$ cat config.mk
export PLATFORM = sky130hd
export DESIGN_NAME = sps_top
export DESIGN_NICKNAME = d
export VERILOG_FILES = /design/src/sps_pkg.sv /design/src/sps_if.sv /design/src/sps_i2c_rx.sv /design/src/sps_axil.sv /design/src/sps_top.sv
export SDC_FILE = /design/constraint.sdc
export NUM_CORES = 1
export LEC_CHECK = 0
export ABC_AREA = 1
export BUFFER_PORTS_ARGS = -buffer_cell sky130_fd_sc_hd__buf_2
export CAP_MARGIN = 5
export CORE_MARGIN = 4
export CORE_UTILIZATION = 30
export DETAILED_ROUTE_END_ITERATION = 10
export PLACE_DENSITY = 0.47
export SYNTH_ARGS = -nofsm -noshare
export SYNTH_HDL_FRONTEND = slang
export SYNTH_SLANG_ARGS = --single-unit
export TNS_END_PERCENT = 1
$ cat constraint.sdc
create_clock -name aclk -period 3.3 [get_ports aclk]
set_input_delay 0.825 -clock aclk [delete_from_list [all_inputs] [get_ports aclk]]
set_output_delay 0.825 -clock aclk [all_outputs]
set_load 0.02 [all_outputs]
$ cat src/sps_pkg.sv
// Shared constants and types for the synthesizer serial programming block.
// Assumes one 25 MHz clock domain; the bus pins are synchronised on entry.
package sps_pkg;

  // ************************************************************
  // Register bus layout
  // ************************************************************
  localparam int AXI_AW = 8;
  localparam logic [7:0] REG_CTRL = 8'h00;
  localparam logic [7:0] REG_DIV = 8'h04;
  localparam logic [7:0] REG_CB1 = 8'h08;
  localparam logic [7:0] REG_CB2 = 8'h0C;
  localparam logic [7:0] REG_STAT = 8'h10;
  localparam logic [1:0] RESP_OKAY = 2'h0;
  localparam logic [1:0] RESP_SLVERR = 2'h2;
  localparam int CTRL_SEL_LSB = 0;
  localparam int CTRL_EN_BIT = 2;

  // ************************************************************
  // Serial bus address and data byte layout
  // ************************************************************
  localparam logic [4:0] DEV_ADDR_BASE = 5'h18;
  localparam int BYTE_LEAD_BIT = 7;
  localparam int CB1_SEL_BIT = 6;
  localparam int CB1_TEST_LSB = 3;
  localparam int CB1_REF_LSB = 0;
  localparam int CB1_TC_BIT = 3;
  localparam int CB1_AGC_LSB = 0;
  localparam int CB2_CP_LSB = 5;
  localparam int CB2_PORT_LSB = 0;
  localparam logic [2:0] TEST_XTAL_ON = 3'h1;
  localparam logic [2:0] TEST_AUTO_LOOP = 3'h3;

  // ************************************************************
  // Reset values
  // ************************************************************
  localparam logic [1:0] ADDR_SEL_RST = 2'h1;
  localparam logic EN_RST = 1'h1;
  localparam logic [14:0] DIV_RST = 15'h0000;
  localparam logic [2:0] FIELD3_RST = 3'h0;
  localparam logic AGC_TC_RST = 1'h0;
  localparam logic [4:0] PORT_RST = 5'h00;

  typedef enum logic [1:0] {EXP_ANY, EXP_DB2, EXP_CB2} sps_expect_t;

endpackage

$ cat src/sps_if.sv
// Carriers between the top and its two helpers: received bytes and register access.
// Assumes all three modules share aclk.
`timescale 1ns/1ns
`default_nettype none

interface sps_byte_if;
  logic frame_start;
  logic frame_stop;
  logic byte_valid;
  logic [7:0] byte_data;
  logic busy;
  modport rx (output frame_start, frame_stop, byte_valid, byte_data, busy);
  modport dec (input frame_start, frame_stop, byte_valid, byte_data, busy);
endinterface

interface sps_reg_if;
  logic wr_stb;
  logic [7:0] wr_addr;
  logic [31:0] wr_data;
  logic [3:0] wr_strb;
  logic wr_hit;
  logic [7:0] rd_addr;
  logic [31:0] rd_data;
  logic rd_hit;
  modport slv (output wr_stb, wr_addr, wr_data, wr_strb, rd_addr,
               input wr_hit, rd_data, rd_hit);
  modport regs (input wr_stb, wr_addr, wr_data, wr_strb, rd_addr,
                output wr_hit, rd_data, rd_hit);
endinterface

`default_nettype wire

$ cat src/sps_i2c_rx.sv
// Serial bus receiver: START/STOP detection, address match, byte shift and acknowledge.
// Assumes SCL is driven only by the host; this end never stretches the clock.
`timescale 1ns/1ns
`default_nettype none

module sps_i2c_rx
  import sps_pkg::*;
(
  input wire logic aclk,
  input wire logic aresetn,
  input wire logic ce,
  input wire logic scl_i,
  input wire logic sda_i,
  output logic sda_oe_n,
  input wire logic [1:0] addr_sel,
  input wire logic enable,
  sps_byte_if.rx bus
);

  typedef enum logic [1:0] {RX_IDLE, RX_SHIFT, RX_ACK} sps_rx_state_t;

  logic scl_s1, scl_s2, scl_d, sda_s1, sda_s2, sda_d;
  logic addr_phase;
  logic [3:0] cnt;
  logic [7:0] shreg;
  sps_rx_state_t state;

  // Two-flop synchronisers; edges are taken from the second stage only.
  always_ff @(posedge aclk) begin
    if (!aresetn) begin
      {scl_s1, scl_s2, scl_d} <= 3'h7;
      {sda_s1, sda_s2, sda_d} <= 3'h7;
    end else if (ce) begin
      {scl_s1, scl_s2, scl_d} <= {scl_i, scl_s1, scl_s2};
      {sda_s1, sda_s2, sda_d} <= {sda_i, sda_s1, sda_s2};
    end
  end

  // Bus conditions seen on the synchronised lines.
  wire start_cond = scl_s2 && scl_d && sda_d && !sda_s2;
  wire stop_cond = scl_s2 && scl_d && !sda_d && sda_s2;
  wire scl_rise = scl_s2 && !scl_d;
  wire scl_fall = !scl_s2 && scl_d;
  wire byte_done = (state == RX_SHIFT) && scl_fall && (cnt == 4'h8);
  // Reads are refused: nothing in this path can be read back over the wire.
  wire addr_match = enable && (shreg == {DEV_ADDR_BASE, addr_sel, 1'b0});

  // Frame sequencer; the acknowledge is driven from the falling edge after bit eight.
  always_ff @(posedge aclk) begin
    if (!aresetn) begin
      state <= RX_IDLE;
      addr_phase <= 1'b0;
      cnt <= 4'h0;
      shreg <= 8'h00;
      sda_oe_n <= 1'b1;
      bus.busy <= 1'b0;
    end else if (ce) begin
      if (start_cond) begin
        state <= RX_SHIFT;
        addr_phase <= 1'b1;
        cnt <= 4'h0;
        sda_oe_n <= 1'b1;
        bus.busy <= 1'b1;
      end else if (stop_cond) begin
        state <= RX_IDLE;
        sda_oe_n <= 1'b1;
        bus.busy <= 1'b0;
      end else begin
        unique case (state)
          RX_IDLE: begin
            sda_oe_n <= 1'b1;
          end
          RX_SHIFT: begin
            if (scl_rise && cnt != 4'h8) begin
              shreg <= {shreg[6:0], sda_s2};
              cnt <= cnt + 4'h1;
            end
            if (byte_done) begin
              sda_oe_n <= addr_phase && !addr_match;
              state <= (addr_phase && !addr_match) ? RX_IDLE : RX_ACK;
            end
          end
          RX_ACK: begin
            if (scl_fall) begin
              sda_oe_n <= 1'b1;
              cnt <= 4'h0;
              addr_phase <= 1'b0;
              state <= RX_SHIFT;
            end
          end
        endcase
      end
    end
  end

  // One-cycle strobes towards the decoder; data byte flags a completed data byte.
  always_ff @(posedge aclk) begin
    if (!aresetn) begin
      bus.frame_start <= 1'b0;
      bus.frame_stop <= 1'b0;
      bus.byte_valid <= 1'b0;
      bus.byte_data <= 8'h00;
    end else if (ce) begin
      bus.frame_start <= start_cond;
      bus.frame_stop <= stop_cond && bus.busy;
      bus.byte_valid <= byte_done && !addr_phase && !start_cond && !stop_cond;
      if (byte_done) begin
        bus.byte_data <= shreg;
      end
    end else begin
      bus.frame_start <= 1'b0;
      bus.frame_stop <= 1'b0;
      bus.byte_valid <= 1'b0;
    end
  end

endmodule

`default_nettype wire

$ cat src/sps_axil.sv
// AXI4-Lite slave front end; register storage and decode live in the top.
// Assumes one write and one read outstanding at most, per the bus rules.
`timescale 1ns/1ns
`default_nettype none

module sps_axil
  import sps_pkg::*;
(
  input wire logic aclk,
  input wire logic aresetn,
  input wire logic ce,
  input wire logic [AXI_AW-1:0] awaddr,
  input wire logic awvalid,
  output logic awready,
  input wire logic [31:0] wdata,
  input wire logic [3:0] wstrb,
  input wire logic wvalid,
  output logic wready,
  output logic [1:0] bresp,
  output logic bvalid,
  input wire logic bready,
  input wire logic [AXI_AW-1:0] araddr,
  input wire logic arvalid,
  output logic arready,
  output logic [31:0] rdata,
  output logic [1:0] rresp,
  output logic rvalid,
  input wire logic rready,
  sps_reg_if.slv rif
);

  logic aw_held, w_held;

  // Address and data are taken in either order and held until both are in.
  assign awready = ce && !aw_held && !bvalid;
  assign wready = ce && !w_held && !bvalid;
  assign arready = ce && !rvalid;
  assign rif.wr_stb = ce && aw_held && w_held && !bvalid;
  assign rif.rd_addr = araddr;

  // Write path holding registers and response.
  always_ff @(posedge aclk) begin
    if (!aresetn) begin
      aw_held <= 1'b0;
      w_held <= 1'b0;
      bvalid <= 1'b0;
      bresp <= RESP_OKAY;
      rif.wr_addr <= 8'h00;
      rif.wr_data <= 32'h0000_0000;
      rif.wr_strb <= 4'h0;
    end else if (ce) begin
      if (awvalid && awready) begin
        aw_held <= 1'b1;
        rif.wr_addr <= awaddr;
      end
      if (wvalid && wready) begin
        w_held <= 1'b1;
        rif.wr_data <= wdata;
        rif.wr_strb <= wstrb;
      end
      if (rif.wr_stb) begin
        aw_held <= 1'b0;
        w_held <= 1'b0;
        bvalid <= 1'b1;
        bresp <= rif.wr_hit ? RESP_OKAY : RESP_SLVERR;
      end else if (bvalid && bready) begin
        bvalid <= 1'b0;
      end
    end
  end

  // Read path: data is captured on the address handshake.
  always_ff @(posedge aclk) begin
    if (!aresetn) begin
      rvalid <= 1'b0;
      rdata <= 32'h0000_0000;
      rresp <= RESP_OKAY;
    end else if (ce) begin
      if (arvalid && arready) begin
        rvalid <= 1'b1;
        rdata <= rif.rd_data;
        rresp <= rif.rd_hit ? RESP_OKAY : RESP_SLVERR;
      end else if (rvalid && rready) begin
        rvalid <= 1'b0;
      end
    end
  end

endmodule

`default_nettype wire

$ cat src/sps_top.sv
// Serial programming path of a tuner synthesizer: bytes from the bus host set divider,
// test, reference, AGC, charge pump and port settings; software watches over AXI4-Lite.
// Assumes SCL/SDA come from the board asynchronously and all logic runs on aclk.
// Functional notes
// - A frame is START, the address byte, data bytes and STOP, each byte acknowledged, and the address taken depends on the address select setting.
// - The divider ratio comes in two consecutive divider bytes, high part first, and such a pair alone changes only the divider.
// - Control byte 1 with its select bit at one loads the three test bits and the three reference ratio bits.
// - Control byte 1 with its select bit at zero loads the AGC time constant bit and the three take-over bits instead.
// - Divider and control byte pairs are accepted in any order within a frame and each byte acts by its type.
// - Control byte 2 carries charge pump current and port settings and may follow control byte 1.
// - Control byte 1 alone with the select bit at zero changes only the AGC fields.
// - Control values after the divider bytes can enable automatic loop bandwidth and normal mode with the crystal buffer off.
//
// Chosen here: the AXI4-Lite register port and the placing of the registers.
`timescale 1ns/1ns
`default_nettype none

module sps_top
  import sps_pkg::*;
(
  input wire logic aclk,
  input wire logic aresetn,
  input wire logic ce,
  input wire logic scl_i,
  input wire logic sda_i,
  output logic sda_o,
  output logic sda_oe_n,
  input wire logic [AXI_AW-1:0] s_axi_awaddr,
  input wire logic s_axi_awvalid,
  output logic s_axi_awready,
  input wire logic [31:0] s_axi_wdata,
  input wire logic [3:0] s_axi_wstrb,
  input wire logic s_axi_wvalid,
  output logic s_axi_wready,
  output logic [1:0] s_axi_bresp,
  output logic s_axi_bvalid,
  input wire logic s_axi_bready,
  input wire logic [AXI_AW-1:0] s_axi_araddr,
  input wire logic s_axi_arvalid,
  output logic s_axi_arready,
  output logic [31:0] s_axi_rdata,
  output logic [1:0] s_axi_rresp,
  output logic s_axi_rvalid,
  input wire logic s_axi_rready,
  output logic [14:0] divider_ratio,
  output logic [2:0] test_bits,
  output logic [2:0] ref_divider_ratio,
  output logic agc_time_constant,
  output logic [2:0] agc_takeover_level,
  output logic [2:0] charge_pump_current,
  output logic [4:0] band_ports,
  output logic crystal_buffer_output,
  output logic auto_loop_bandwidth
);

  // ************************************************************
  // Helpers and byte receiver
  // ************************************************************
  sps_byte_if bif ();
  sps_reg_if rif ();

  logic [1:0] addr_sel;
  logic bus_enable;
  logic [6:0] div_high_hold;
  logic [7:0] frame_count;
  sps_expect_t expect_q;

  // The pin is open drain: the output level is always low, the enable does the work.
  assign sda_o = 1'b0;

  sps_i2c_rx u_rx (
    .aclk(aclk),
    .aresetn(aresetn),
    .ce(ce),
    .scl_i(scl_i),
    .sda_i(sda_i),
    .sda_oe_n(sda_oe_n),
    .addr_sel(addr_sel),
    .enable(bus_enable),
    .bus(bif.rx)
  );

  sps_axil u_axil (
    .aclk(aclk),
    .aresetn(aresetn),
    .ce(ce),
    .awaddr(s_axi_awaddr),
    .awvalid(s_axi_awvalid),
    .awready(s_axi_awready),
    .wdata(s_axi_wdata),
    .wstrb(s_axi_wstrb),
    .wvalid(s_axi_wvalid),
    .wready(s_axi_wready),
    .bresp(s_axi_bresp),
    .bvalid(s_axi_bvalid),
    .bready(s_axi_bready),
    .araddr(s_axi_araddr),
    .arvalid(s_axi_arvalid),
    .arready(s_axi_arready),
    .rdata(s_axi_rdata),
    .rresp(s_axi_rresp),
    .rvalid(s_axi_rvalid),
    .rready(s_axi_rready),
    .rif(rif.slv)
  );

  // ************************************************************
  // Byte classification
  // ************************************************************
  // A byte that opens a pair is classed by its lead bit; its partner is taken by position,
  // which is why a second control byte of 8'h00 cannot be mistaken for a divider byte.
  wire take = ce && bif.byte_valid;
  wire [7:0] b = bif.byte_data;
  wire opens_pair = take && (expect_q == EXP_ANY);
  wire is_div_high = opens_pair && !b[BYTE_LEAD_BIT];
  wire is_cb1 = opens_pair && b[BYTE_LEAD_BIT];
  wire is_div_low = take && (expect_q == EXP_DB2);
  wire is_cb2 = take && (expect_q == EXP_CB2);
  wire cb1_test_sel = b[CB1_SEL_BIT];

  // Pair tracking restarts at every START so a broken frame leaves no half pair behind.
  always_ff @(posedge aclk) begin
    if (!aresetn) begin
      expect_q <= EXP_ANY;
    end else if (ce && bif.frame_start) begin
      expect_q <= EXP_ANY;
    end else if (take) begin
      unique case (expect_q)
        EXP_ANY: expect_q <= b[BYTE_LEAD_BIT] ? EXP_CB2 : EXP_DB2;
        EXP_DB2: expect_q <= EXP_ANY;
        EXP_CB2: expect_q <= EXP_ANY;
      endcase
    end
  end

  // ************************************************************
  // Settings
  // ************************************************************
  // The divider changes only when the low byte lands, so a lone high byte never
  // leaves the synthesizer on a half-updated ratio.
  always_ff @(posedge aclk) begin
    if (!aresetn) begin
      div_high_hold <= 7'h00;
      divider_ratio <= DIV_RST;
    end else begin
      if (is_div_high) begin
        div_high_hold <= b[6:0];
      end
      if (is_div_low) begin
        divider_ratio <= {div_high_hold, b};
      end
    end
  end

  // Control byte 1 steers one of two field groups by its select bit.
  always_ff @(posedge aclk) begin
    if (!aresetn) begin
      test_bits <= FIELD3_RST;
      ref_divider_ratio <= FIELD3_RST;
      agc_time_constant <= AGC_TC_RST;
      agc_takeover_level <= FIELD3_RST;
    end else if (is_cb1) begin
      if (cb1_test_sel) begin
        test_bits <= b[CB1_TEST_LSB +: 3];
        ref_divider_ratio <= b[CB1_REF_LSB +: 3];
      end else begin
        agc_time_constant <= b[CB1_TC_BIT];
        agc_takeover_level <= b[CB1_AGC_LSB +: 3];
      end
    end
  end

  // Control byte 2 is only ever taken as the partner of control byte 1.
  always_ff @(posedge aclk) begin
    if (!aresetn) begin
      charge_pump_current <= FIELD3_RST;
      band_ports <= PORT_RST;
    end else if (is_cb2) begin
      charge_pump_current <= b[CB2_CP_LSB +: 3];
      band_ports <= b[CB2_PORT_LSB +: 5];
    end
  end

  // Test codes pick the crystal buffer and loop bandwidth modes; all else is normal mode.
  always_ff @(posedge aclk) begin
    if (!aresetn) begin
      crystal_buffer_output <= 1'b0;
      auto_loop_bandwidth <= 1'b0;
    end else if (ce) begin
      crystal_buffer_output <= (test_bits == TEST_XTAL_ON);
      auto_loop_bandwidth <= (test_bits == TEST_AUTO_LOOP);
    end
  end

  // ************************************************************
  // Software registers
  // ************************************************************
  function automatic logic reg_hit(input logic [7:0] a);
    reg_hit = (a == REG_CTRL) || (a == REG_DIV) || (a == REG_CB1) ||
              (a == REG_CB2) || (a == REG_STAT);
  endfunction

  assign rif.wr_hit = reg_hit(rif.wr_addr);
  assign rif.rd_hit = reg_hit(rif.rd_addr);
  wire ctrl_wr = rif.wr_stb && (rif.wr_addr == REG_CTRL) && rif.wr_strb[0];
  wire [31:0] ctrl_word = {29'h0, bus_enable, addr_sel};
  wire [31:0] cb1_word = {21'h0, agc_takeover_level, 1'b0, agc_time_constant,
                          test_bits, ref_divider_ratio};
  wire [31:0] cb2_word = {22'h0, auto_loop_bandwidth, crystal_buffer_output,
                          charge_pump_current, band_ports};
  wire [31:0] stat_word = {14'h0, expect_q, frame_count, 7'h0, bif.busy};

  // Read selection; unmapped offsets read zero and answer with an error.
  assign rif.rd_data = (rif.rd_addr == REG_CTRL) ? ctrl_word :
                       (rif.rd_addr == REG_DIV) ? {17'h0, divider_ratio} :
                       (rif.rd_addr == REG_CB1) ? cb1_word :
                       (rif.rd_addr == REG_CB2) ? cb2_word :
                       (rif.rd_addr == REG_STAT) ? stat_word : 32'h0000_0000;

  // Address select and bus enable decide which address byte is acknowledged.
  always_ff @(posedge aclk) begin
    if (!aresetn) begin
      addr_sel <= ADDR_SEL_RST;
      bus_enable <= EN_RST;
    end else if (ctrl_wr) begin
      addr_sel <= rif.wr_data[CTRL_SEL_LSB +: 2];
      bus_enable <= rif.wr_data[CTRL_EN_BIT];
    end
  end

  // Completed frames counted at STOP, wrapping.
  always_ff @(posedge aclk) begin
    if (!aresetn) begin
      frame_count <= 8'h00;
    end else if (ce && bif.frame_stop) begin
      frame_count <= frame_count + 8'h01;
    end
  end
endmodule

`default_nettype wire

Word level (Yosys, flattened, before mapping)
Cells that the tools add are included.

operators by class
  equal/unequal tests = 22
  mux-type cells = 39
  bitwise logic cells = 4
  reductions and logical operators = 93
  add/subtract/negate cells = 2

operators by type and width
  cell                   number
  $mux W18               5
  $logic_and A1 B1 Y1    39
  $eq A8 B4 Y1 const B   4
  $reduce_and A2 Y1      13
  $mux W1                18
  $eq A8 B3 Y1 const B   2
  $eq A8 B5 Y1 const B   2
  $logic_not A8 Y1       2
  $mux W2                8
  $mux W4                4
  $reduce_bool A2 Y1     7
  $logic_not A1 Y1       13
  $reduce_and A5 Y1      2
  $add A8 B1 Y8 const B  1
  $eq A8 B8 Y1           1
  $logic_or A1 B1 Y1     8
  $ne A4 B1 Y1 const B   2
  $pmux W2 S2            2
  $pmux W4 S2            1
  $reduce_and A4 Y1      2
  $add A4 B1 Y4 const B  1
  $eq A2 B1 Y1 const B   2
  $eq A2 B2 Y1 const B   2
  $eq A4 B4 Y1 const B   1
  other kinds (13)       18

storage, ports and cells
  output and inout bits = 78
  input port bits = 62
  register bits after elaboration = 141

Depth between registers and ports, before layout
Gate-level depths: netlist of the first run.

  depth after elaboration = 9
  gate-level depth with buffers = 11
  gate-level depth less buffers = 11

By module
From an unflattened synthesis of the first run, not the netlist that was laid out.

second synthesis, totals
  cells, all modules = 1081
  area total of the unflattened synthesis = 7805.0 um^2

modules (own cells, without submodules)
  module      cells each  area an instance (um^2)  instances
  sps_axil    479         3549.7                   1
  sps_top     387         2676.3                   1
  sps_i2c_rx  215         1579.0                   1

Worst setup path before layout of the first run
Ideal clock, no wire load.

  path kind = in2out
  start = input ce
  end = output s_axi_awready
  setup slack = 1.137 ns
  arrival time = 1.338 ns
  stages = 4
  cells stage by stage = inv_2 -> nor2_2 -> inv_2 -> nor2_1

on the way
  cells in the longest elaborated chain, start to end = 2

RTL lines
  item                               RTL line        source
  start, declared                    sps_top.sv:23   input wire logic ce,
  $logic_and A1 B1 Y1 (2 in series)  sps_axil.sv:35  assign awready = ce && !aw_held && !bvalid;
  end, declared                      sps_top.sv:30   output logic s_axi_awready,

No other way between the ends.

Final worst setup path of the first run
Same ends and word-level chain as after synthesis.

==> results of run 1 <==
flip-flops by register name, indices dropped and copies added, names as in the netlist, 2 cells and up:
| name | cells |
|---|---|
| test_bits | 3 |
| charge_pump_current | 3 |
| u_rx.cnt | 4 |
| expect_q | 2 |
| frame_count | 8 |
| u_rx.state | 2 |
| u_axil.rif.wr_data | 3 |
| u_axil.rif.wr_addr | 8 |
| ref_divider_ratio | 3 |
| u_rx.bus.byte_data | 8 |
| div_high_hold | 7 |
| addr_sel | 2 |
| u_axil.rdata | 18 |
| agc_takeover_level | 3 |
| band_ports | 5 |
| divider_ratio | 15 |
| u_rx.shreg | 8 |
power breakdown:
part / switching (W) / leakage [nW] / total (W) / internal (W)
Combinational: 0.000205 / 1.58 / 0.000301 / 0.0000959
Sequential: 0.0000253 / 1.01 / 0.00157 / 0.00155
Clock: 0.000645 / 0.289 / 0.00185 / 0.00120
synth_stat cells, drive strengths merged (2+ instances only):
| master | count |
|---|---|
| nand2 | 163 |
| dfxtp | 125 |
| a21oi | 105 |
| inv | 79 |
| nor2 | 77 |
| o21ai | 66 |
| nand3 | 60 |
| buf | 30 |
| clkbuf | 16 |
| nand4 | 10 |
| ha | 8 |
| o211ai | 5 |
| nor3 | 3 |
| a211oi | 2 |
| clkinv | 2 |
final cells by class:
| type | count | share of cell area [%] |
|---|---|---|
| clock buffer | 25 | 7.68 |
| tap | 225 | 4.28 |
| timing repair buffer | 95 | 7.60 |
| inverter | 81 | 4.62 |
| clock inverter | 6 | 1.25 |
| sequential | 125 | 38.0 |
| multi-input combinational | 522 | 36.6 |
metrics by stage:
step           utilization [%]  std cells  cell area, um^2  setup WS [ns]
3_3_place_gp              34.3       1048             6000          0.832
3_5_place_dp              34.3       1048             6000          0.815
6_report                  37.7       1079             6580          0.861
2_1_floorplan                -        774             5470           1.14
4_1_cts                   37.7       1079             6580          0.829
5_1_grt                   37.7       1079             6580          0.764
worst max-delay path, cell delays in order:
cell and delay (ns):
buf_2 0.15, inv_2 0.14, nor2_2 0.15, inv_2 0.05, nor2_1 0.11, buf_2 0.18
how the worst max path moves through the flow:
stage                     depth (start not counted)  start                             end
final                                             6     ce                   s_axi_awready
after global placement                            6     ce                   s_axi_awready
after CTS                                         6     ce                   s_axi_awready
after floorplan                                   4     ce                   s_axi_awready
after global routing                              6     ce                    s_axi_wready
after detailed placement                          7     ce  divider_ratio[12]$_SDFFE_PN0P_
per-layer routing:
layer,share of wire [%],up-vias,track usage [%]
li1,-,2621,-
met1,49,2207,19.8
met2,43,117,22.6
met3,6.1,16,3.70
met4,1.5,0,4.60
met5,0,-,0
cell usage in the layout (no fill, tap or decap):
cell type,Yosys,layout
a211oi_1,2,2
o21a_1,1,1
a21oi_1,105,105
conb_1,1,17
buf_12,0,1
ha_1,8,8
clkinv_2,0,3
o21ai_1,12,12
nor3_1,3,3
nand2_1,162,162
clkbuf_8,0,5
nor4_1,1,1
clkinv_1,2,2
dfxtp_1,125,125
clkbuf_1,16,3
o21ai_0,53,53
clkbuf_16,0,17
o21bai_1,1,1
buf_4,19,4
and2_1,1,1
nand2_2,1,1
clkinvlp_4,0,1
o21ai_2,1,1
buf_2,10,90
nand3_1,60,60
nor2_1,73,73
o211ai_1,5,5
a31oi_1,1,1
nor2_2,4,4
bufinv_16,0,2
inv_1,72,72
or2_2,1,1
inv_2,7,7
nand4_1,10,10
logic make-up (layout without fill, tap and decap cells):
logic type | count (synthesis) | count (layout) | share of synthesized area (%)
AOI/OAI and AO/OA | 181 | 181 | 17.3
adders and majority gates | 8 | 8 | 1.85
buffers and inverters | 127 | 207 | 10.4
DFF | 125 | 125 | 46.3
other | 1 | 17 | 0.0693
and+or+nand+nor | 316 | 316 | 24.2
==> impl_metrics.csv, run 1 <==
group,metric,value,unit
status,status,"finished clean",
floorplanning,dieArea,20200,um^2
route,avgRoutedWirePerCell,13.6,um
yosys,mean_syn_cell_area,7.14,um^2
cts,cts.sink_count,125,
setup_path,worst_r2r_startpoint,"u_rx.cnt[0]$_SDFFE_PN0P_",
sta,worstMarginPinSlew,0.738,ns
setup_path,critical_path.reg2reg.endpoint,"u_rx.bus.byte_data[1]$_SDFFE_PN0P_",
yosys,synth-edff-count,0,
cts,h-tree-depth,4,
setup_path,setup.worst_path.end_class,"output pin",
floorplanning,height_of_the_die,142,um
sta,hold_viol_final,0,
flow_run,cap_viol_max_count,0,
floorplanning,design.core.area,17500,um^2
yosys,synth_seq_cells,125,
floorplanning,chipWidth,142,um
grt,first_global_vias,4586,
cts,cts.repair.resized,0,
grt,grt_util_all_layers,14.5,%
layout,seqCellArea,2500,um^2
yosys,yosysSeqAreaShare,46.3,%
min_path,whs_path_depth,2,
cts,numCtsBuffers,17,
grt,antenna_found_initial,0,
layout,drive_gt1_share,16.0,%
layout,multi_input_comb_area,2410,um^2
yosys,yosysUniqueCellTypes,29,
sta,timing.hold.ws,0.455,ns
sta,fmax,410,MHz
min_path,timing.hold.worst.class,"reg2reg",
floorplanning,top_level_ports,140,
setup_path,critical_path_class,"in2out",
cts,ctsLongestPathBuffers,2,
power,max-vdd-ir-drop,0.000346,V
min_path,min_from,"u_axil.rdata[13]$_SDFFE_PN0P_",
sta,setup_violations,0,
power,finalPower,0.00372,W
yosys,ys_async_sr_fraction,0,%
grt,pin_count_of_the_biggest_net_entering_global_routing,71,
min_path,timing.hold.worst_endpoint,"u_axil.rdata[13]$_SDFFE_PN0P_",
layout,area_delta_synth_final,21.7,%
power,pwr_density_cell,566,nW/um^2
yosys,yosys_warnings,0,
grt,first_pass_grt_wire_length,23500,um
setup_path,r2r_cells,7,
cts,post_cts.repair.setup_buffers,0,
place,finalWeightedCongestion,0.808,
route,detail_route.vias_per_cell,4.60,
setup_path,crit_path_required_time,2.47,ns
yosys,dominantRegCellSynth,"dfxtp_1",
cts,insertion_delay,0.41,ns
floorplanning,floorplan.initialDensity,31.0,%
route,detailroute.via_count,4961,
setup_path,timing.critical_path.from_type,"input port",
route,drtIter0Drc,258,
power,p_leak,2.88,nW
yosys,netlist_instances,758,
grt,grt_remaining_overflow,0,
sta,setup_total_negative_slack,0,ns
cts,root_buffer,"clkbuf_16",
setup_path,worst-endpoint-arrival,1.61,ns
layout,fillers,1880,
cts,tritoncts,"built",
yosys,synth_largest_area_cell,"dfxtp_1",
floorplanning,fp-row-count,48,
sta,finalCriticalPeriod,2.44,ns
cts,clkSlewWorstSetupHoldPaths,0.05,ns
route,routed_wl,14600,um
route,drc,0,
yosys,ys_top_cells_by_area,"dfxtp_1 46%, nand2_1 11%, a21oi_1 9.7%, nand3_1 5.6%, nor2_1 5.1%",
sta,drv_slew,0,
sta,slew_headroom,50.5,%
place,io_buffers,90,
sta,final_min_period_over_clock_period,73.9,%
layout,finalNetCount,912,
cts,holdBufCountCts,0,
yosys,syn-cell-area,5410,um^2
setup_path,ff2ff_setup_slack,1.34,ns
sta,setup_skew,0.00918,ns
place,detailed_place_hpwl,10700,um
route,detailedRoute.firstPassIterationCount,4,
layout,insertedDiodeCount,0,
route,drtAntennaViolNets,0,
sta,unrepaired_setup_endpoints_after_global_routing,"false",
yosys,yosys_top_cell_area_share,46.3,%
setup_path,timing.critical_path.fanout_max,10,
No activity file was read; power rests on OpenSTA's default activity.
==> run 2: changes to the inputs <==
--- a/config.mk
+++ b/config.mk
@@ -5,7 +5,7 @@
 export SDC_FILE = /design/constraint.sdc
 export NUM_CORES = 1
 export LEC_CHECK = 0
-export ABC_AREA = 1
+export ABC_AREA = 0
 export BUFFER_PORTS_ARGS = -buffer_cell sky130_fd_sc_hd__buf_2
 export CAP_MARGIN = 5
 export CORE_MARGIN = 4
==> constraint.sdc (replaced) <==
create_clock -name aclk -period 2.4 [get_ports aclk]
set_input_delay 0.6 -clock aclk [delete_from_list [all_inputs] [get_ports aclk]]
set_output_delay 0.6 -clock aclk [all_outputs]
set_load 0.02 [all_outputs]
==> impl_metrics.csv, run 2 <==
group,metric,value,unit
cts,tritoncts,"built",
sta,setup_skew,0.00893,ns
yosys,synth.top_cells.by_count,"125 x dfxtp_1, 110 x nand2_1, 77 x nor2_1, 50 x a21oi_1, 47 x mux2i_1",
place,io_buffers,90,
power,finalPower,0.00503,W
route,detail_route.vias_per_cell,4.93,
yosys,yosys_top_cell_area_share,46.1,%
route,drtIter0Drc,270,
place,finalWeightedCongestion,0.789,
sta,setup_total_negative_slack,0,ns
sta,finalCriticalPeriod,2.13,ns
sta,fmax,470,MHz
power,internal_power,0.00383,W
layout,layout.cells.most_common_list,"125 x dfxtp_1, 110 x nand2_1, 90 x buf_2",
flow_run,cap_viol_max_count,0,
sta,slew_headroom,58.9,%
yosys,ys_top_cells_by_area,"dfxtp_1 46%, mux2i_1 8.7%, nand2_1 7.6%, nor2_1 5.3%, a21oi_1 4.6%",
power,comb_power_share,5.4,%
sta,final_min_period_over_clock_period,88.6,%
cts,root_buffer,"clkbuf_16",
grt,antenna_found_initial,0,
setup_path,setup.worst_path.end_class,"flip-flop",
layout,largest-register,"u_axil.rdata",
yosys,syn-cell-area,5430,um^2
cts,h-tree-depth,4,
layout,seqCellArea,2500,um^2
setup_path,timing.critical_path.fanout_max,5,
min_path,timing.hold.worst.class,"in2reg",
route,routed-wl-met3,650,um
cts,post_cts.repair.setup_buffers,0,
layout,fillers,1843,
status,status,"finished clean",
layout,area_delta_synth_final,23.4,%
floorplanning,dieArea,20300,um^2
yosys,dominantRegCellSynth,"dfxtp_1",
floorplanning,fp-row-count,48,
yosys,synth-edff-count,0,
grt,first_pass_grt_wire_length,24500,um
sta,drv_slew,0,
floorplanning,height_of_the_die,143,um
power,max-vdd-ir-drop,0.000523,V
route,drtAntennaViolNets,0,
sta,worstMarginPinSlew,0.616,ns
layout,most_common_cell_after_layout_fill_and_taps_aside,"dfxtp_1",
route,routed_wl,15300,um
cts,insertion_delay,0.42,ns
route,routedLengthMet1,7350,um
yosys,yosys_warnings,0,
layout,insertedDiodeCount,0,
power,pwr_density_cell,751,nW/um^2
setup_path,critical_path_class,"reg2reg",
sta,timing.hold.ws,0.400,ns
yosys,netlist_instances,636,
power,p_leak,2.80,nW
power,p_clk_share,52.5,%
cts,cts.sink_count,125,
cts,ctsLongestPathBuffers,2,
layout,drive_gt1_share,20.4,%
grt,grt_remaining_overflow,0,
yosys,ys_async_sr_fraction,0,%
place,placedCellCount,929,
layout,biggestRegsByFlops,"u_axil.rdata: 18 flops, divider_ratio: 15 flops",
floorplanning,floorplan.initialDensity,31.0,%
layout,finalNetCount,793,
route,detailroute.via_count,4738,
layout,final_cell_count_no_fill,961,
cts,clkSlewWorstSetupHoldPaths,0.06,ns
grt,grt_util_all_layers,15.4,%
power,sw_frac_of_total,23.8,%
floorplanning,top_level_ports,140,
sta,hold_viol_final,0,
route,detailroute.wirelength.met2,7080,um
layout,multi_input_comb_area,2680,um^2
layout,largest_reg_flops,18,
setup_path,crit_path_required_time,2.75,ns
yosys,synth_largest_area_cell,"dfxtp_1",
place,detailed_place_hpwl,11300,um
setup_path,timing.critical_path.from_type,"flip-flop",
floorplanning,chipWidth,143,um
power,p_switching,0.00120,W
floorplanning,design.core.area,17500,um^2
route,avgRoutedWirePerCell,15.9,um
sta,unrepaired_setup_endpoints_after_global_routing,"false",
yosys,yosysUniqueCellTypes,55,
grt,pin_count_of_the_biggest_net_entering_global_routing,55,
setup_path,worst-endpoint-arrival,2.47,ns
power,seq_power_share,42.1,%
grt,first_global_vias,4479,
yosys,yosysSeqAreaShare,46.1,%
yosys,yosys.cell_count.top_type,"dfxtp_1",
sta,setup_violations,0,
route,detailedRoute.firstPassIterationCount,5,
route,drc,0,
yosys,mean_syn_cell_area,8.53,um^2
cts,numCtsBuffers,17,
yosys,synth_seq_cells,125,
route,top_layer_used,"met4",
## run 2: cell count changes after synthesis, sizes merged, moves of 5 or more
cell    before  now
mux2i        0   47
xor2         0    7
clkbuf      16   29
o31ai        0    8
nand3       60   25
buf         30   23
and2         1    8
a22oi        0    7
a31oi        1    6
nand2      163  111
inv         79   11
o21ai       66   21
a21oi      105   50
## run 2: power by group through the flow
stage	sequential, W	clock [W]	combinational [W]
after detailed placement	0.00216	0	0.000268
after global routing	0.00212	0.00279	0.000298
after CTS	0.00212	0.00271	0.000269
final	0.00212	0.00264	0.000270
after floorplan	0.00216	0	0.000197
after global placement	0.00216	0	0.000265
## run 2: worst max-delay path, stage by stage (launching register included)
cell	delay [ns]
dfxtp_1	0.39
inv_1	0.07
ha_1	0.20
and3b_1	0.22
nor4_2	0.27
o2111ai_1	0.25
or3b_2	0.53
a31oi_1	0.13
## run 2: layout make-up
class | instances | share of cell area, %
tap | 225 | 4.20
clock buffer | 17 | 6.35
sequential | 125 | 37.4
inverter | 11 | 0.616
multi-input combinational | 464 | 40.0
clock inverter | 15 | 2.78
timing repair buffer | 104 | 8.67
## run 2: through the flow
stage               util [%]  worst slack [ns]  instance area (um^2)
global placement        34.7             0.100                  6080
global route            38.2            0.0874                  6700
floorplan                  -             0.167                  5490
finish                  38.2             0.274                  6700
detailed placement      34.7            0.0953                  6080
CTS                     38.2             0.212                  6690
## run 2: final timing paths
kind	from	to	slack, ns	cells after the start
worst min-delay path	scl_i	u_rx.scl_s1$_SDFFE_PN1P_	0.40	3
worst min register to register	u_axil.rif.wr_addr[0]$_SDFFE_PN0P_	u_axil.rif.wr_addr[0]$_SDFFE_PN0P_	0.46	2
worst max-delay path	u_rx.cnt[0]$_SDFFE_PN0P_	u_rx.cnt[2]$_SDFFE_PN0P_	0.27	7
worst max register to register	u_rx.cnt[0]$_SDFFE_PN0P_	u_rx.cnt[2]$_SDFFE_PN0P_	0.27	7
## run 2: cells by family (layout without fill, tap and decap cells)
group	count (synthesis)	after routing	synth area share (%)
flops	125	125	46.1
mux	50	50	9.70
buf+inv	63	147	5.72
xor+xnor	10	10	1.61
compound gates	107	107	11.7
fa+ha+maj	8	8	1.84
simple gates	272	272	23.3
other cells	1	17	0.0691
## run 2: per-layer routing
metal  global-route usage [%]  vias up
met4                     5.85        0
met2                     23.9      125
met3                     3.29       22
met1                     20.9     2254
li1                         -     2337
met5                        0        -
## run 2: what timing repair did
| action | CTS | global route |
|---|---|---|
| setup endpoints to repair | 0 | 1 |
| hold buffers | 0 | 0 |
| resized for setup | 0 | 1 |
==> run 3: changes to the inputs <==
--- a/config.mk
+++ b/config.mk
@@ -5,7 +5,7 @@
 export SDC_FILE = /design/constraint.sdc
 export NUM_CORES = 1
 export LEC_CHECK = 0
-export ABC_AREA = 0
+export ABC_AREA = 1
 export BUFFER_PORTS_ARGS = -buffer_cell sky130_fd_sc_hd__buf_2
 export CAP_MARGIN = 5
 export CORE_MARGIN = 4
==> impl_metrics.csv, run 3 (synthesized netlist as in run 1, its figures left out) <==
group,metric,value,unit
status,status,"finished clean",
layout,largest_reg_flops,18,
cts,cts.repair.resized,0,
setup_path,timing.critical_path.from_type,"input port",
cts,h-tree-depth,4,
floorplanning,chipWidth,142,um
sta,fmax,517,MHz
setup_path,worst-endpoint-arrival,1.34,ns
power,sw_frac_of_total,23.7,%
layout,finalNetCount,926,
sta,final_min_period_over_clock_period,80.7,%
grt,grt_util_all_layers,15.1,%
grt,first_pass_grt_wire_length,24400,um
power,internal_power,0.00383,W
sta,finalCriticalPeriod,1.94,ns
place,place_worst_setup_slack,0.319,ns
cts,clkSlewWorstSetupHoldPaths,0.05,ns
route,detailroute.via_count,4984,
setup_path,crit_path_required_time,1.80,ns
floorplanning,height_of_the_die,142,um
grt,grt_remaining_overflow,0,
grt,antenna_found_initial,0,
setup_path,critical_path_class,"in2out",
power,finalPower,0.00502,W
floorplanning,top_level_ports,140,
sta,hold_viol_final,0,
power,seq_power_share,43.0,%
layout,largest-register,"u_axil.rdata",
setup_path,worst_r2r_startpoint,"u_rx.cnt[0]$_SDFFE_PN0P_",
power,p_clk_share,48.5,%
floorplanning,floorplan.initialDensity,31.0,%
cts,holdBufCountCts,0,
layout,insertedDiodeCount,0,
power,p_switching,0.00119,W
cts,cts.sink_count,125,
route,drtIter0Drc,168,
layout,biggestRegsByFlops,"u_axil.rdata: 18 flops, divider_ratio: 15 flops",
power,p_leak,2.93,nW
setup_path,critical_path.reg2reg.endpoint,"u_rx.state[0]$_SDFFE_PN0P_",
sta,setup_skew,0.0138,ns
grt,pin_count_of_the_biggest_net_entering_global_routing,44,
power,comb_power_share,8.5,%
power,max-vdd-ir-drop,0.000492,V
place,detailed_place_hpwl,11100,um
sta,setup_total_negative_slack,0,ns
route,detailedRoute.firstPassIterationCount,4,
route,detail_route.vias_per_cell,4.56,
floorplanning,dieArea,20200,um^2
layout,most_common_cell_after_layout_fill_and_taps_aside,"nand2_1",
floorplanning,fp-row-count,48,
layout,layout.cells.most_common_list,"162 x nand2_1, 125 x dfxtp_1, 105 x a21oi_1",
grt,first_global_vias,4759,
setup_path,ff2ff_setup_slack,0.73,ns
setup_path,crit_start,"ce",
power,pwr_density_cell,755,nW/um^2
cts,root_buffer,"clkbuf_16",
sta,layout_setup_ws,0.464,ns
place,area_post_placement,6100,um^2
sta,unrepaired_setup_endpoints_after_global_routing,"false",
cts,ctsLongestPathBuffers,2,
floorplanning,design.core.area,17500,um^2
route,routed_wl,14800,um
setup_path,setup.worst_path.end_class,"output pin",
route,drc,0,
min_path,timing.hold.worst.class,"in2reg",
sta,slew_headroom,57.2,%
setup_path,timing.critical_path.fanout_max,5,
route,avgRoutedWirePerCell,13.6,um
route,drtAntennaViolNets,0,
cts,numCtsBuffers,17,
setup_path,r2r_cells,11,
sta,worstMarginPinSlew,0.640,ns
cts,post_cts.repair.setup_buffers,0,
place,io_buffers,90,
cts,insertion_delay,0.41,ns
cts,tritoncts,"built",
setup_path,critical_path.endpoint,"s_axi_awready",
flow_run,cap_viol_max_count,0,
sta,drv_slew,0,
sta,setup_violations,0,
layout,final_core_util,38.1,%
place,finalWeightedCongestion,0.831,
layout,post-route-cell-area,6660,um^2
layout,area_delta_synth_final,23.1,%
layout,drive_gt1_share,17.2,%
==> run 3: area by class of cell <==
type	count	area, um^2
Fill cell	1898	10800
Inverter	81	304
Multi-Input combinational cell	522	2410
Clock buffer	23	468
Clock inverter	7	90.1
Sequential cell	125	2500
Tap cell	225	282
Timing Repair Buffer	109	606
==> run 3: worst min path at each step <==
stage,start,end,slack [ns],cells past startpoint
after global routing,scl_i,u_rx.scl_s1$_SDFFE_PN1P_,0.42,3
after CTS,scl_i,u_rx.scl_s1$_SDFFE_PN1P_,0.39,3
final,scl_i,u_rx.scl_s1$_SDFFE_PN1P_,0.40,3
after detailed placement,u_rx.scl_s1$_SDFFE_PN1P_,u_rx.scl_s1$_SDFFE_PN1P_,0.45,2
after global placement,u_rx.scl_s1$_SDFFE_PN1P_,u_rx.scl_s1$_SDFFE_PN1P_,0.44,2
after floorplan,u_rx.addr_phase$_SDFFE_PN0P_,u_rx.bus.byte_valid$_SDFF_PN0_,0.42,1
==> run 3: routing by layer <==
layer,wire length [um],global-route usage (%)
met5,0,0
met4,148,5.70
met3,761,3.06
met2,6610,24.3
met1,7290,20.1
==> run 3: worst max-delay path, stage by stage <==
cell    delay, ns
buf_2        0.15
inv_2        0.10
nor2_2       0.14
inv_2        0.05
nor2_1       0.12
buf_2        0.18
==> run 3: per-stage QoR <==
stage                     instances  hold WS, ns
final                          1092        0.403
after global routing           1092        0.417
after CTS                      1092        0.391
after detailed placement       1062        0.445
after global placement         1062        0.445
after floorplan                 774        0.420
==> run 3: power groups by stage <==
stage          Combinational (W)  Sequential [W]  Clock (W)
5_1_grt                 0.000490         0.00217    0.00261
3_5_place_dp            0.000430         0.00221          0
4_1_cts                 0.000430         0.00216    0.00250
2_1_floorplan           0.000320         0.00221          0
3_3_place_gp            0.000431         0.00221          0
6_report                0.000426         0.00216    0.00244
